**src/pmirq_consts.svh**
```systemverilog
// Purpose: Offsets, field positions, reset values and timing counts of the runtime register bank.
// Assumes: Register index times four is the Wishbone byte address.
// Notes: Overview list below names the status, delay, routing and force behaviours; ring wake is not listed.
// Overview of operation
// - UART 1 receive falling edge sets bit 0.
// - UART 2 receive falling edge sets bit 1.
// - Ring pin event sets bit 3, clear on read.
// - Button press sets bit 2; not power-down source.
// - Delay code selects 500 ms steps, 500ms..32s.
// - Each delay lasts nominal to nominal plus 10ms.
// - Button starts delay when enabled and option set.
// - Bit 0 picks serial or parallel interrupts.
// - Parallel mode disables BIOS buffer, pins become IRQ15/14.
// - Bit 2 routes control interrupt frame or pin.
// - Bit 3 sets control interrupt polarity.
// - Bit 4 sets push-pull or open drain.
// - Bits 6:5 pick shared pin function.
// - Bit 5 overrides configured control interrupt number.
// - Shared pin buffer type follows its function.
// - Bit 7 routes management interrupt frame or pin.
// - Management pin polarity, buffer from config; OD low default.
// - Force bits set by software, cleared by step+select.
// - Disk change equals selected forces OR input.
// - Force bit makes disk change active for drive.
// - Status bit reads 1 once event occurred.
// - Force bit 0 drive 0, bit 1 drive 1.
`ifndef PMIRQ_CONSTS_SVH
`define PMIRQ_CONSTS_SVH
`define PMIRQ_ADR_W         10
`define PMIRQ_IDX_STATUS2   8'hB3
`define PMIRQ_IDX_DELAY     8'hB8
`define PMIRQ_IDX_ROUTE     8'hC0
`define PMIRQ_IDX_FORCE     8'hC1
`define PMIRQ_IDX_CTRL      8'hD0
`define PMIRQ_RST_DELAY     6'h00
`define PMIRQ_RST_ROUTE     8'h00
`define PMIRQ_RST_FORCE     2'h3
`define PMIRQ_RST_CTRL      5'h01
// Edge pins idle high, floppy levels idle low, so a reset neither fakes an event nor clears a force bit.
`define PMIRQ_RST_PINS      8'h0F
`define PMIRQ_ST_UART1      0
`define PMIRQ_ST_UART2      1
`define PMIRQ_ST_BUTTON     2
`define PMIRQ_ST_RING       3
`define PMIRQ_RT_PARALLEL   0
`define PMIRQ_RT_SCI_PIN    2
`define PMIRQ_RT_SCI_POL    3
`define PMIRQ_RT_SCI_OD     4
`define PMIRQ_RT_SHARED_LO  5
`define PMIRQ_RT_SHARED_HI  6
`define PMIRQ_RT_SMI_PIN    7
`define PMIRQ_CT_OFF_EN     0
`define PMIRQ_CT_POWEROFF_DELAY_OPTION    1
`define PMIRQ_CT_SMI_POL    2
`define PMIRQ_CT_SMI_PP     3
`define PMIRQ_CT_RING_WAKE  4
`define PMIRQ_CT_RUNNING    7
`define PMIRQ_PIN_UART1     0
`define PMIRQ_PIN_UART2     1
`define PMIRQ_PIN_BUTTON    2
`define PMIRQ_PIN_RING      3
`define PMIRQ_PIN_STEP      4
`define PMIRQ_PIN_DS0       5
`define PMIRQ_PIN_DS1       6
`define PMIRQ_PIN_DSKCHG    7
`define PMIRQ_CLK_KHZ       125000
`define PMIRQ_TICK_US       10000
`define PMIRQ_STEP_MS       500
`define PMIRQ_TICK_CYCLES   ((`PMIRQ_CLK_KHZ * `PMIRQ_TICK_US) / 1000)
`define PMIRQ_TICKS_PER_STEP ((`PMIRQ_STEP_MS * 1000) / `PMIRQ_TICK_US)
`endif

```
**src/pmirq_pkg.sv**
```systemverilog
// Purpose: Types shared by the runtime register bank.
// Assumes: Nothing beyond the constants header.
// Notes: Encodings of the shared pin select and timer state.
`default_nettype none
package pmirq_pkg;
	typedef logic [7:0] pmirq_byte_t;
	typedef enum logic [1:0]
	{
		PMIRQ_SHARED_PME = 2'b00,
		PMIRQ_SHARED_SCI = 2'b01,
		PMIRQ_SHARED_IRQ9 = 2'b10,
		PMIRQ_SHARED_RSVD = 2'b11
	} pmirq_shared_e;
	typedef enum logic
	{
		PMIRQ_TMR_IDLE = 1'b0,
		PMIRQ_TMR_RUN = 1'b1
	} pmirq_tmr_e;
endpackage : pmirq_pkg
`default_nettype wire

```
**src/pmirq_runtime_regs.sv**
```systemverilog
// Purpose: Runtime wake status, power-off delay, interrupt routing and forced disk change.
// Assumes: Classic Wishbone slave, 32-bit data, registers in the low byte.
// Notes: Every output is a field of the registered state.
//
// Added by the designer: register access over Wishbone.
`include "pmirq_consts.svh"
`timescale 1ns/100ps
`default_nettype none
module pmirq_runtime_regs
#(
	parameter int TICK_CYCLES    = `PMIRQ_TICK_CYCLES,
	parameter int TICKS_PER_STEP = `PMIRQ_TICKS_PER_STEP
)
(
	input  wire logic                      ref_clk,
	input  wire logic                      rst,
	input  wire logic                      wb_cyc_i,
	input  wire logic                      wb_stb_i,
	input  wire logic                      wb_we_i,
	input  wire logic [`PMIRQ_ADR_W-1:0]   wb_adr_i,
	input  wire logic [3:0]                wb_sel_i,
	input  wire logic [31:0]               wb_dat_i,
	output logic      [31:0]               wb_dat_o,
	output logic                           wb_ack_o,
	input  wire logic                      uart1ReceivePin,
	input  wire logic                      uart2ReceivePin,
	input  wire logic                      powerButtonPin_n,
	input  wire logic                      ringIndicatePin_n,
	input  wire logic                      floppyStepSignal,
	input  wire logic                      driveSelectZero,
	input  wire logic                      driveSelectOne,
	input  wire logic                      diskChangeInput,
	input  wire logic                      sciRequest,
	input  wire logic                      smiRequest,
	input  wire logic                      pmeRequest,
	input  wire logic                      irq9Request,
	input  wire logic                      irq14Request,
	input  wire logic                      irq15Request,
	input  wire logic [3:0]                sciConfigIrq,
	output logic                           powerOnOutput,
	output logic                           powerOffRequest,
	output logic                           diskChangeFlag,
	output logic [1:0]                     forceDiskChange,
	output logic                           biosBufferEnable,
	output logic                           serialIrqEnable,
	output logic                           sciSerialRequest,
	output logic                           smiSerialRequest,
	output logic                           sciIrqOverride,
	output logic [3:0]                     sciIrqNumber,
	output logic                           sharedPinOut,
	output logic                           sharedPinOe_n,
	output logic                           sciIrqPinOut,
	output logic                           sciIrqPinOe_n,
	output logic                           managementInterruptPinOut,
	output logic                           managementInterruptPinOe_n,
	output logic                           irq15PinOut,
	output logic                           irq15PinOe_n,
	output logic                           irq14PinOut,
	output logic                           irq14PinOe_n
);
	import pmirq_pkg::*;

	localparam int TW = $clog2(TICK_CYCLES + 1);

	generate
		if (TICK_CYCLES < 1 || TICKS_PER_STEP < 1 || 64 * TICKS_PER_STEP > 4095)
		begin : g_bad_timing
			$error("Delay timing parameters out of range.");
		end
	endgenerate

	typedef struct packed {
		logic              ack;
		pmirq_byte_t       dat;
		logic [5:0]        delaySel;
		pmirq_byte_t       route;
		logic [1:0]        forceBits;
		logic [4:0]        ctrl;
		logic [3:0]        status;
		logic [7:0]        sync1;
		logic [7:0]        sync2;
		logic [7:0]        prev;
		pmirq_tmr_e        tmr;
		logic [TW-1:0]     tickCnt;
		logic [11:0]       stepCnt;
		logic              powerOn;
		logic              powerOff;
		logic              dskChg;
		logic              biosEn;
		logic              serEn;
		logic              sciSer;
		logic              smiSer;
		logic              sciOvr;
		logic [3:0]        sciNum;
		logic [1:0]        shared;
		logic [1:0]        sciPin;
		logic [1:0]        smiPin;
		logic [1:0]        irq15Pin;
		logic [1:0]        irq14Pin;
	} pmirq_state_s;

	pmirq_state_s stateReg;
	pmirq_state_s stateNext;

	// Returns {out, oe_n}; open drain only ever pulls low, so a high level releases the pin.
	function automatic logic [1:0] padDrive(input logic active, input logic activeHigh,
		input logic openDrain);
		logic level;
		level = activeHigh ? active : ~active;
		if (openDrain)
			padDrive = {1'b0, level};
		else
			padDrive = {level, 1'b0};
	endfunction : padDrive

	function automatic logic isReg(input logic [7:0] idx, input logic [7:0] want);
		isReg = (idx == want);
	endfunction : isReg

	always_comb
	begin
		logic [7:0]  pinVec;
		logic [7:0]  fall;
		logic [7:0]  idx;
		logic        hit;
		logic        take;
		logic        wr;
		logic [3:0]  events;
		logic [3:0]  clrMask;
		logic        buttonEv;
		logic        stepDs0;
		logic        stepDs1;
		logic [11:0] target;
		logic [1:0]  setForce;
		pmirq_shared_e sharedSel;
		pinVec = 8'h00;
		fall = 8'h00;
		idx = 8'h00;
		hit = 1'b0;
		take = 1'b0;
		wr = 1'b0;
		events = 4'h0;
		clrMask = 4'h0;
		buttonEv = 1'b0;
		stepDs0 = 1'b0;
		stepDs1 = 1'b0;
		target = 12'h000;
		setForce = 2'h0;
		sharedSel = PMIRQ_SHARED_PME;
		stateNext = stateReg;

		// Pins are asynchronous; the first stage feeds only the second.
		pinVec[`PMIRQ_PIN_UART1] = uart1ReceivePin;
		pinVec[`PMIRQ_PIN_UART2] = uart2ReceivePin;
		pinVec[`PMIRQ_PIN_BUTTON] = powerButtonPin_n;
		pinVec[`PMIRQ_PIN_RING] = ringIndicatePin_n;
		pinVec[`PMIRQ_PIN_STEP] = floppyStepSignal;
		pinVec[`PMIRQ_PIN_DS0] = driveSelectZero;
		pinVec[`PMIRQ_PIN_DS1] = driveSelectOne;
		pinVec[`PMIRQ_PIN_DSKCHG] = diskChangeInput;
		stateNext.sync1 = pinVec;
		stateNext.sync2 = stateReg.sync1;
		stateNext.prev = stateReg.sync2;
		fall = stateReg.prev & ~stateReg.sync2;

		events[`PMIRQ_ST_UART1] = fall[`PMIRQ_PIN_UART1];
		events[`PMIRQ_ST_UART2] = fall[`PMIRQ_PIN_UART2];
		buttonEv = fall[`PMIRQ_PIN_BUTTON];
		events[`PMIRQ_ST_BUTTON] = buttonEv;
		events[`PMIRQ_ST_RING] = fall[`PMIRQ_PIN_RING];

		// Bus: ack one cycle after the request, effects at the edge that samples ack.
		hit = wb_cyc_i & wb_stb_i;
		take = hit & stateReg.ack;
		wr = take & wb_we_i & wb_sel_i[0];
		idx = wb_adr_i[`PMIRQ_ADR_W-1:2];
		stateNext.ack = hit & ~stateReg.ack;
		if (hit & ~stateReg.ack)
		begin
			if (isReg(idx, `PMIRQ_IDX_STATUS2))
				stateNext.dat = {4'h0, stateReg.status};
			else if (isReg(idx, `PMIRQ_IDX_DELAY))
				stateNext.dat = {2'b00, stateReg.delaySel};
			else if (isReg(idx, `PMIRQ_IDX_ROUTE))
				stateNext.dat = stateReg.route;
			else if (isReg(idx, `PMIRQ_IDX_FORCE))
				stateNext.dat = {6'h00, stateReg.forceBits};
			else if (isReg(idx, `PMIRQ_IDX_CTRL))
				stateNext.dat = {(stateReg.tmr == PMIRQ_TMR_RUN), 2'b00, stateReg.ctrl};
			else
				stateNext.dat = 8'h00;
		end

		// Only the bits actually returned are cleared, so a later event survives.
		if (take & ~wb_we_i & isReg(idx, `PMIRQ_IDX_STATUS2))
			clrMask = stateReg.dat[3:0];
		stateNext.status = (stateReg.status & ~clrMask) | events;

		if (wr & isReg(idx, `PMIRQ_IDX_DELAY))
			stateNext.delaySel = wb_dat_i[5:0];
		if (wr & isReg(idx, `PMIRQ_IDX_ROUTE))
			stateNext.route = {wb_dat_i[7:2], 1'b0, wb_dat_i[0]};
		if (wr & isReg(idx, `PMIRQ_IDX_CTRL))
			stateNext.ctrl = wb_dat_i[4:0];
		if (wr & isReg(idx, `PMIRQ_IDX_FORCE))
			setForce = wb_dat_i[1:0];

		// Software can only set; the step and select pair clears, and a set wins.
		stepDs0 = stateReg.sync2[`PMIRQ_PIN_STEP] & stateReg.sync2[`PMIRQ_PIN_DS0];
		stepDs1 = stateReg.sync2[`PMIRQ_PIN_STEP] & stateReg.sync2[`PMIRQ_PIN_DS1];
		stateNext.forceBits[0] = setForce[0] | (stateReg.forceBits[0] & ~stepDs0);
		stateNext.forceBits[1] = setForce[1] | (stateReg.forceBits[1] & ~stepDs1);
		stateNext.dskChg = (stateReg.sync2[`PMIRQ_PIN_DS0] & stateReg.forceBits[0])
			| (stateReg.sync2[`PMIRQ_PIN_DS1] & stateReg.forceBits[1])
			| stateReg.sync2[`PMIRQ_PIN_DSKCHG];

		// The timer starts from the raw button edge, never from the status latch.
		target = (12'(stateReg.delaySel) + 12'h001) * 12'(TICKS_PER_STEP);
		stateNext.powerOff = 1'b0;
		case (stateReg.tmr)
			PMIRQ_TMR_IDLE:
			begin
				stateNext.tickCnt = '0;
				stateNext.stepCnt = 12'h000;
				if (buttonEv & stateReg.ctrl[`PMIRQ_CT_OFF_EN]
					& stateReg.ctrl[`PMIRQ_CT_POWEROFF_DELAY_OPTION])
					stateNext.tmr = PMIRQ_TMR_RUN;
			end
			PMIRQ_TMR_RUN:
			begin
				if (stateReg.tickCnt == TW'(TICK_CYCLES - 1))
				begin
					stateNext.tickCnt = '0;
					stateNext.stepCnt = stateReg.stepCnt + 12'h001;
					if (stateReg.stepCnt + 12'h001 == target)
					begin
						stateNext.tmr = PMIRQ_TMR_IDLE;
						stateNext.powerOff = 1'b1;
					end
				end
				else
					stateNext.tickCnt = stateReg.tickCnt + TW'(1);
			end
			default:
				stateNext.tmr = PMIRQ_TMR_IDLE;
		endcase

		stateNext.powerOn = events[`PMIRQ_ST_RING] & stateReg.ctrl[`PMIRQ_CT_RING_WAKE];

		// Routing outputs; the parallel bit leaves control and management routing alone.
		stateNext.serEn = ~stateReg.route[`PMIRQ_RT_PARALLEL];
		stateNext.biosEn = ~stateReg.route[`PMIRQ_RT_PARALLEL];
		stateNext.irq15Pin = stateReg.route[`PMIRQ_RT_PARALLEL]
			? padDrive(irq15Request, 1'b1, 1'b0) : 2'b01;
		stateNext.irq14Pin = stateReg.route[`PMIRQ_RT_PARALLEL]
			? padDrive(irq14Request, 1'b1, 1'b0) : 2'b01;
		stateNext.sciSer = sciRequest & ~stateReg.route[`PMIRQ_RT_SCI_PIN];
		stateNext.smiSer = smiRequest & ~stateReg.route[`PMIRQ_RT_SMI_PIN];
		stateNext.smiPin = stateReg.route[`PMIRQ_RT_SMI_PIN]
			? padDrive(smiRequest, stateReg.ctrl[`PMIRQ_CT_SMI_POL],
				~stateReg.ctrl[`PMIRQ_CT_SMI_PP]) : 2'b01;
		sharedSel = pmirq_shared_e'(stateReg.route[`PMIRQ_RT_SHARED_HI:`PMIRQ_RT_SHARED_LO]);
		stateNext.sciOvr = stateReg.route[`PMIRQ_RT_SHARED_LO];
		stateNext.sciNum = stateReg.route[`PMIRQ_RT_SHARED_LO] ? 4'h0 : sciConfigIrq;
		stateNext.sciPin = (stateReg.route[`PMIRQ_RT_SCI_PIN] & ~stateReg.route[`PMIRQ_RT_SHARED_LO])
			? padDrive(sciRequest, stateReg.route[`PMIRQ_RT_SCI_POL],
				stateReg.route[`PMIRQ_RT_SCI_OD]) : 2'b01;
		case (sharedSel)
			PMIRQ_SHARED_PME:
				stateNext.shared = padDrive(pmeRequest, 1'b0, 1'b1);
			PMIRQ_SHARED_SCI:
				stateNext.shared = padDrive(sciRequest & stateReg.route[`PMIRQ_RT_SCI_PIN],
					stateReg.route[`PMIRQ_RT_SCI_POL],
					stateReg.route[`PMIRQ_RT_SCI_OD]);
			PMIRQ_SHARED_IRQ9:
				stateNext.shared = padDrive(irq9Request, 1'b1, 1'b0);
			default:
				stateNext.shared = 2'b01;
		endcase
	end

	always_ff @(posedge ref_clk)
	begin
		if (rst)
		begin
			stateReg <= '0;
			stateReg.delaySel <= `PMIRQ_RST_DELAY;
			stateReg.route <= `PMIRQ_RST_ROUTE;
			stateReg.forceBits <= `PMIRQ_RST_FORCE;
			stateReg.ctrl <= `PMIRQ_RST_CTRL;
			stateReg.tmr <= PMIRQ_TMR_IDLE;
			stateReg.sync1 <= `PMIRQ_RST_PINS;
			stateReg.sync2 <= `PMIRQ_RST_PINS;
			stateReg.prev <= `PMIRQ_RST_PINS;
			stateReg.biosEn <= 1'b1;
			stateReg.serEn <= 1'b1;
			stateReg.shared <= 2'b01;
			stateReg.sciPin <= 2'b01;
			stateReg.smiPin <= 2'b01;
			stateReg.irq15Pin <= 2'b01;
			stateReg.irq14Pin <= 2'b01;
		end
		else
			stateReg <= stateNext;
	end

	assign wb_ack_o = stateReg.ack;
	assign wb_dat_o = {24'h000000, stateReg.dat};
	assign powerOnOutput = stateReg.powerOn;
	assign powerOffRequest = stateReg.powerOff;
	assign diskChangeFlag = stateReg.dskChg;
	assign forceDiskChange = stateReg.forceBits;
	assign biosBufferEnable = stateReg.biosEn;
	assign serialIrqEnable = stateReg.serEn;
	assign sciSerialRequest = stateReg.sciSer;
	assign smiSerialRequest = stateReg.smiSer;
	assign sciIrqOverride = stateReg.sciOvr;
	assign sciIrqNumber = stateReg.sciNum;
	assign sharedPinOut = stateReg.shared[1];
	assign sharedPinOe_n = stateReg.shared[0];
	assign sciIrqPinOut = stateReg.sciPin[1];
	assign sciIrqPinOe_n = stateReg.sciPin[0];
	assign managementInterruptPinOut = stateReg.smiPin[1];
	assign managementInterruptPinOe_n = stateReg.smiPin[0];
	assign irq15PinOut = stateReg.irq15Pin[1];
	assign irq15PinOe_n = stateReg.irq15Pin[0];
	assign irq14PinOut = stateReg.irq14Pin[1];
	assign irq14PinOe_n = stateReg.irq14Pin[0];
endmodule : pmirq_runtime_regs
`default_nettype wire

```
**config.mk**
```make
export PLATFORM = sky130hd
export DESIGN_NAME = pmirq_runtime_regs
export DESIGN_NICKNAME = d
export VERILOG_FILES = /design/src/pmirq_pkg.sv /design/src/pmirq_runtime_regs.sv
export VERILOG_INCLUDE_DIRS = /design/src
export SDC_FILE = /design/constraint.sdc
export NUM_CORES = 1
export LEC_CHECK = 0
export BUFFER_PORTS_ARGS = -buffer_cell sky130_fd_sc_hd__buf_2
export CAP_MARGIN = 20
export CORE_MARGIN = 4
export CORE_UTILIZATION = 58
export CTS_CLUSTER_SIZE = 10
export DETAILED_ROUTE_END_ITERATION = 8
export PLACE_DENSITY_LB_ADDON = 0.05
export RECOVER_POWER = 25
export SYNTH_ARGS = -nofsm -noshare
export SYNTH_HDL_FRONTEND = slang
export SYNTH_SLANG_ARGS = --single-unit
export TNS_END_PERCENT = 100
```
**constraint.sdc**
```tcl
create_clock -name ref_clk -period 9.1 [get_ports ref_clk]
set_clock_uncertainty 0.15 [all_clocks]
set_input_delay 0.91 -clock ref_clk [delete_from_list [all_inputs] [get_ports ref_clk]]
set_output_delay 0.91 -clock ref_clk [all_outputs]
set_load 0.01 [all_outputs]
```
==> results of run 1 <==
[metal layers]
layer / GRT usage, % / share of wire (%)
met1: 28.2 / 46
met2: 32.8 / 47
met3: 5.03 / 6.1
met4: 4.78 / 1.1
met5: 0 / 0
[final cells by class]
cell class | count | area [um2] | share of cell area (%)
Tap cell | 108 | 135 | 2.37
Clock inverter | 7 | 88.8 | 1.56
Clock buffer | 9 | 124 | 2.17
Multi-Input combinational cell | 437 | 2800 | 49.0
Timing Repair Buffer | 76 | 382 | 6.69
Inverter | 16 | 60.1 | 1.05
Sequential cell | 106 | 2120 | 37.2
[stage by stage]
stage                     instances  hold WS, ns  instance area [um2]
after detailed placement        743        0.244                 5500
after floorplan                 619        0.238                 5350
final                           759        0.269                 5710
after global routing            759        0.288                 5710
after CTS                       759        0.272                 5720
after global placement          743        0.242                 5500
[final timing paths]
check                                                from                        to  slack (ns)  depth (start not counted)
worst max-delay path            stateReg[99]$_SDFFE_PP0P_   stateReg[55]$_SDFF_PP0_        4.61                         14
worst min-delay path             stateNext[64]$_SDFF_PP1_  stateNext[56]$_SDFF_PP1_        0.27                          1
worst max register to register  stateReg[99]$_SDFFE_PP0P_   stateReg[55]$_SDFF_PP0_        4.61                         14
worst min register to register   stateNext[64]$_SDFF_PP1_  stateNext[56]$_SDFF_PP1_        0.27                          1
[registers in the layout, indices dropped and copies added, names as in the netlist, 2 cells and up]
register / flops
forceDiskChange: 2
sciIrqNumber: 4
wb_dat_o: 8
stateNext: 17
stateReg: 59
[cells in the mapped netlist, drive strengths merged (3+ instances only)]
cell type,n
dfxtp,106
nor2,68
nand2,55
buf,45
xnor2,33
nand3,32
a21oi,28
ha,26
xor2,22
nor3,17
inv,16
clkbuf,15
nor2b,15
or2,15
nand4,10
o21ai,10
and3,8
mux2i,8
and2,6
nor4,6
nand2b,4
or3,4
a221oi,3
a31oi,3
nor3b,3
nor4bb,3
o211ai,3
[cell usage in the layout, fill, tap and decap left out, types with 7 or more instances in the layout]
cell type | synthesis | final
conb_1 | 1 | 24
nand4_1 | 9 | 9
nor3_1 | 17 | 17
nand3_1 | 31 | 31
or2_2 | 13 | 13
buf_2 | 1 | 65
nor2b_1 | 15 | 15
o21ai_0 | 7 | 7
a21oi_1 | 28 | 28
xnor2_1 | 33 | 33
xor2_1 | 22 | 22
clkbuf_1 | 15 | 7
ha_1 | 26 | 26
clkbuf_8 | 0 | 9
inv_1 | 16 | 16
nand2_1 | 55 | 55
and3_1 | 8 | 8
dfxtp_1 | 106 | 106
mux2i_1 | 8 | 8
nor2_1 | 68 | 68
[cell families (layout without fill, tap and decap cells)]
group | count (synthesis) | after routing | share of synthesized area (%)
AOI/OAI and AO/OA | 65 | 65 | 8.32
xor gates and xnor gates | 57 | 57 | 10.0
adders and majority gates | 28 | 28 | 6.94
buffers and inverters | 76 | 108 | 8.36
DFF | 106 | 106 | 40.3
muxes | 8 | 8 | 1.52
other | 1 | 24 | 0.0712
and+or+nand+nor | 255 | 255 | 24.5
[power by group through the flow]
stage / Combinational [mW] / Sequential (mW) / Clock [mW]
2_1_floorplan: 0.0302 / 0.485 / 0
3_3_place_gp: 0.0371 / 0.484 / 0
3_5_place_dp: 0.0381 / 0.485 / 0
4_1_cts: 0.0382 / 0.474 / 0.317
5_1_grt: 0.0432 / 0.475 / 0.339
6_report: 0.0381 / 0.474 / 0.307
[worst register-to-register path: cells and delay by family (launching register included)]
kind,cells,cell delay [ns]
DFF,1,0.49
adders and majority gates,5,1.79
buffers and inverters,3,0.29
xor gates and xnor gates,1,0.17
AOI/OAI and AO/OA,2,0.77
and+or+nand+nor,3,0.62
==> results.md, run 1 <==
* Status: finished, violations left
* Failing checks: capacitance limit, slew limit
* CTS tree: done
* Internal Pwr Total at 0.619 mW
* Max Cap Viol at 1
* Detailed-router iteration count before antenna repair at 4
* Inserted Diodes at 0
* Final hold viol count at 0
* First-iteration detailed-routing DRC count at around 200
* Cell family with most CP delay: adder cells
* Net Sw Frac at between 20 and 25%
* Post-synth EDFFs at 0
* Clock tree buffer depth at 2
* Largest net degree at the start of global routing at slightly above 60
* Max-slew violations at 61
* Fin crit period at 4.49 ns
* Die area at between 10000 and 15000 um2
* # setup viols final at 0
* CTS Buf Count at 9
* CP Class: flop to flop
* Total grt overflow at 0
* Fraction of registers with async set/reset at 0%
* Share of cells above drive strength 1 at around 16%
* H-tree depth at 3
* Final Power at between 0.8 and 0.9 mW
* Area leader, netlist: dfxtp_1
* Fillers at ~780
* Clock sinks at 106
* F_max at about 220 MHz
* Crit path launch type: flop
* Setup Total Neg Slack at 0 ns
* Post-Place Worst Slack at around 4.7 ns
* Synth top area share at 40.3%
* Total GRT Usage at a little over 20%
* Data arrival, critical path at 4.51 ns
* Syn Std Cell Area at 5270 um2
* First-pass GRT wire length at 17400 um
* Via density per instance at 5.37
* Worst Tran Pin Value at 2.34 ns
* Number of global-route vias before repair at between 3000 and 4000
* Core ar. at ~8800 um2
* Worst rel slew slack at -55.9%
* Post-Syn Instances at 596
* WL per Instance at roughly 14 um
* Synthesized flop and latch total at ~110
* Pwr Density at roughly 140 nW/um2
* # DRC at 0
* Worst-path clk slew at between 0.1 and 0.15 ns
* Sequential-to-total area share from yosys stat at between 40% and 50%
* CP most frequent cell: ha_1
* Die Wd at a little over 100 um
* Post-synthesis cell type count at 59
* Critical Path RT at 9.12 ns
* Sw Pwr at about 0.20 mW
* Critical path endpoint category: flop
* Avg Inst Size Synth at just under 9 um2
* Initial Util at ~60%
* Final period util at about half
* Clk_lat worst skew at between 0.3 and 0.4 ns
* Remaining antenna violation count at 0
* Clk pwr share at a little under two fifths
* Reg power frac at about 58%
* Pleak at between 2 and 2.5 nW
* Die height at roughly 100 um
* Final WL at between 10000 and 15000 um
* Nets at between 700 and 800
* Cell Rows at 34
* Yosys Warn Count at 0
* Buf/Inv on CP at 3
* Unrepaired setup endpoints after global routing: false
* CP max stage delay at 0.49 ns
* Cts hold-fix bufs at 0
* Input/output buffers at 72
* Vias at a little over 4000
* Comb power frac at about 4.7%
* GPL Wtd Cong at a little over 0.8
* CTS resizes at 0
* Hold Crit Class: flop to flop
* Crit-path cells: inv_1 -> ha_1 -> inv_1 -> ha_1 -> ha_1 -> ha_1 -> inv_1 -> fa_1 -> xor2_1 -> or3_4 -> a2111oi_4 -> nand4_1 -> a2111oi_2 -> nor3_1
* Hpwl dp at 7780 um
* Slowest cell on crit path: dfxtp_1
* Worst-path fanout max at 7
* Root Buffer Master: clkbuf_8
* Top-level port count at roughly 130
* Worst vdd rail ir drop at 0.0000986 V
* Antenna violations before repair at 0
* Top cells by area, synth: dfxtp_1 40%, ha_1 6.2%, buf_4 5.8%, xnor2_1 5.5%, nor2_1 4.8%
* Area growth from synthesis to layout at 8.39%
* Most common flop cell mapped by yosys: dfxtp_1
* Final WS setup at around 4.6 ns
* Final design utilization at 65.1%
* Setup repair bufs after CTS at 0
Note: power is estimated with default switching activity, not from simulation.
==> run 2, diff against run 1 <==
--- a/config.mk
+++ b/config.mk
@@ -9,7 +9,7 @@
 export BUFFER_PORTS_ARGS = -buffer_cell sky130_fd_sc_hd__buf_2
 export CAP_MARGIN = 20
 export CORE_MARGIN = 4
-export CORE_UTILIZATION = 58
+export CORE_UTILIZATION = 54
 export CTS_CLUSTER_SIZE = 10
 export DETAILED_ROUTE_END_ITERATION = 8
 export PLACE_DENSITY_LB_ADDON = 0.05
==> constraint.sdc (replaced) <==
create_clock -name ref_clk -period 4.6 [get_ports ref_clk]
set_clock_uncertainty 0.15 [all_clocks]
set_input_delay 0.46 -clock ref_clk [delete_from_list [all_inputs] [get_ports ref_clk]]
set_output_delay 0.46 -clock ref_clk [all_outputs]
set_load 0.01 [all_outputs]
==> results.md, run 2 (synthesis results as in run 1) <==
* Unrepaired setup endpoints after global routing: false
* Fin crit period at 4.17 ns (-0.316 ns)
* Worst rel slew slack at -60.4% (-4.5 points)
* Buf/Inv on CP at 3 (unchanged)
* Final Power at 1.62 mW (+97%)
* Hold Path Stages at 2 (+1)
* Remaining antenna violation count at 0 (unchanged)
* Clk_lat worst skew at 0.37 ns (about the same)
* First-pass GRT wire length at 17800 um (+2.4%)
* Number of global-route vias before repair at 3837 (+2.7%)
* Total grt overflow at 0 (unchanged)
* Failing checks: capacitance limit, slew limit
* H-tree depth at 3 (unchanged)
* Worst Tran Pin Value at 2.41 ns (+0.0678 ns)
* Biggest register: stateReg
* CP Class: flop to flop
* Clk pwr share at 37.3% (-0.2 points)
* Max-slew violations at 61 (unchanged)
* Commonest cells after routing, fill and taps aside: 106 x dfxtp_1, 72 x buf_2, 68 x nor2_1
* Clock tree buffer depth at 2 (unchanged)
* Cts hold-fix bufs at 0 (unchanged)
* Die Wd at 107 um (+3.4%)
* Leading cell type in the layout, fill and taps excluded: dfxtp_1
* Nets at 745 (+0.27%)
* First-iteration detailed-routing DRC count at 132 (-34%)
* Antenna violations before repair at 0 (unchanged)
* Worst-path clk slew at 0.11 ns (about the same)
* Cell family with most CP delay: adder cells
* Share of cells above drive strength 1 at 17.0% (+1.0 points)
* Final hold viol count at 0 (unchanged)
* Cell Rows at 35 (+2.9%)
* F_max at 240 MHz (+7.6%)
* Status: finished, violations left
* R2r worst-path depth at 14 (unchanged)
* Via density per instance at 5.30 (-1.4%)
* Worst vdd rail ir drop at 0.000183 V (+86%)
* Sw Pwr at 0.389 mW (+95%)
* Final period util at 90.7% (+41 points)
* Total GRT Usage at 19.0% (-1.5 points)
* Data arrival, critical path at 4.18 ns (-0.33 ns)
* Core ar. at 9370 um2 (+6.9%)
* # DRC at 0 (unchanged)
* Detailed-router iteration count before antenna repair at 4 (unchanged)
* Largest net degree at the start of global routing at 61 (unchanged)
* Initial Util at 56.2% (-3.9 points)
* Crit path launch type: flop
* WL per Instance at 13.6 um (-1.3%)
* Pwr Density at 281 nW/um2 (+96%)
* Input/output buffers at 72 (unchanged)
* Max Cap Viol at 1 (unchanged)
* GPL Wtd Cong at 0.821 (-0.45%)
* Net Sw Frac at 24.1% (-0.29 points)
* CP Depth at 14 (unchanged)
* Hold Crit Class: primary input to flop
* Vias at 4138 (+1.4%)
* # setup viols final at 0 (unchanged)
* Area growth from synthesis to layout at 9.13%
* Setup repair bufs after CTS at 0 (unchanged)
* CTS Buf Count at 9 (unchanged)
* Crit-path cells: inv_1 -> ha_1 -> inv_1 -> ha_1 -> ha_1 -> ha_1 -> inv_1 -> fa_1 -> xor2_1 -> or3_4 -> a2111oi_4 -> nand4_1 -> a2111oi_2 -> nor3_1
* Critical path endpoint category: flop
* Critical Path RT at 4.61 ns (-4.51 ns)
* CTS tree: done
* Root Buffer Master: clkbuf_8
* CP max stage delay at 0.49 ns (about the same)
* Pleak at 2.36 nW (+1.4%)
* Die area at 11400 um2 (+6.8%)
* Setup Total Neg Slack at 0 ns (unchanged)
* Hpwl dp at 7850 um (+0.85%)
* Worst-path fanout max at 5 (-2)
* Comb power frac at 4.7% (about the same)
* Slowest cell on crit path: fa_1
* Top-level port count at 126 (unchanged)
* Die height at 107 um (+3.4%)
* Inserted Diodes at 0 (unchanged)
* Max reg flops at 59 (unchanged)
* CTS resizes at 0 (unchanged)
* CP most frequent cell: ha_1
* Reg power frac at 58.0% (about the same)
* Clock sinks at 106 (unchanged)
* Fillers at 871 (+12%)
* Internal Pwr Total at 1.23 mW (+98%)
* Final WL at 10600 um (+1.6%)
## run 2: worst reg2reg max path, stage by stage (launching register included)
cell,delay (ns)
dfxtp_1,0.34
inv_1,0.09
ha_1,0.38
inv_1,0.06
ha_1,0.29
ha_1,0.30
ha_1,0.30
inv_1,0.06
fa_1,0.49
xor2_1,0.16
or3_4,0.38
a2111oi_4,0.35
nand4_1,0.15
a2111oi_2,0.40
nor3_1,0.07
## run 2: stage by stage
| step | cell area (um2) | cells | setup slack [ns] | hold WS (ns) | utilization, % |
|---|---|---|---|---|---|
| floorplan | 5350 | 619 | 0.520 | 0.238 | - |
| global placement | 5540 | 766 | 0.486 | 0.242 | 59.2 |
| detailed placement | 5540 | 766 | 0.470 | 0.246 | 59.2 |
| CTS | 5750 | 781 | 0.445 | 0.0909 | 61.3 |
| global route | 5750 | 781 | 0.181 | 0.0882 | 61.3 |
| finish | 5750 | 781 | 0.427 | 0.110 | 61.3 |
## run 2: per-layer routing
layer	routed length [um]	GRT usage (%)	part of all wire, %
met1	4950	25.4	47
met3	643	4.39	6.1
met4	126	5.48	1.2
met2	4880	30.9	46
met5	0	0	0
## run 2: worst paths after layout
path,from,endpoint,slack [ns]
max reg2reg,stateReg[99]$_SDFFE_PP0P_,stateReg[55]$_SDFF_PP0_,0.43
min,ringIndicatePin_n,stateNext[67]$_SDFF_PP1_,0.11
min reg2reg,stateNext[65]$_SDFF_PP1_,stateNext[57]$_SDFF_PP1_,0.27
max,stateReg[99]$_SDFFE_PP0P_,stateReg[55]$_SDFF_PP0_,0.43
## run 2: cell type report
type / count / area [um2] / share of cell area (%)
Timing Repair Buffer: 78 / 402 / 6.99
Clock buffer: 9 / 124 / 2.16
Sequential cell: 106 / 2120 / 36.9
Inverter: 16 / 60.1 / 1.05
Clock inverter: 6 / 81.3 / 1.42
Multi-Input combinational cell: 437 / 2800 / 48.6
Tap cell: 129 / 161 / 2.81
## run 2: power by group through the flow
stage | Combinational, mW | Clock (mW) | Sequential (mW)
floorplan | 0.0598 | 0 | 0.959
global placement | 0.0745 | 0 | 0.959
detailed placement | 0.0756 | 0 | 0.959
CTS | 0.0760 | 0.619 | 0.938
global route | 0.0849 | 0.653 | 0.940
finish | 0.0755 | 0.602 | 0.938
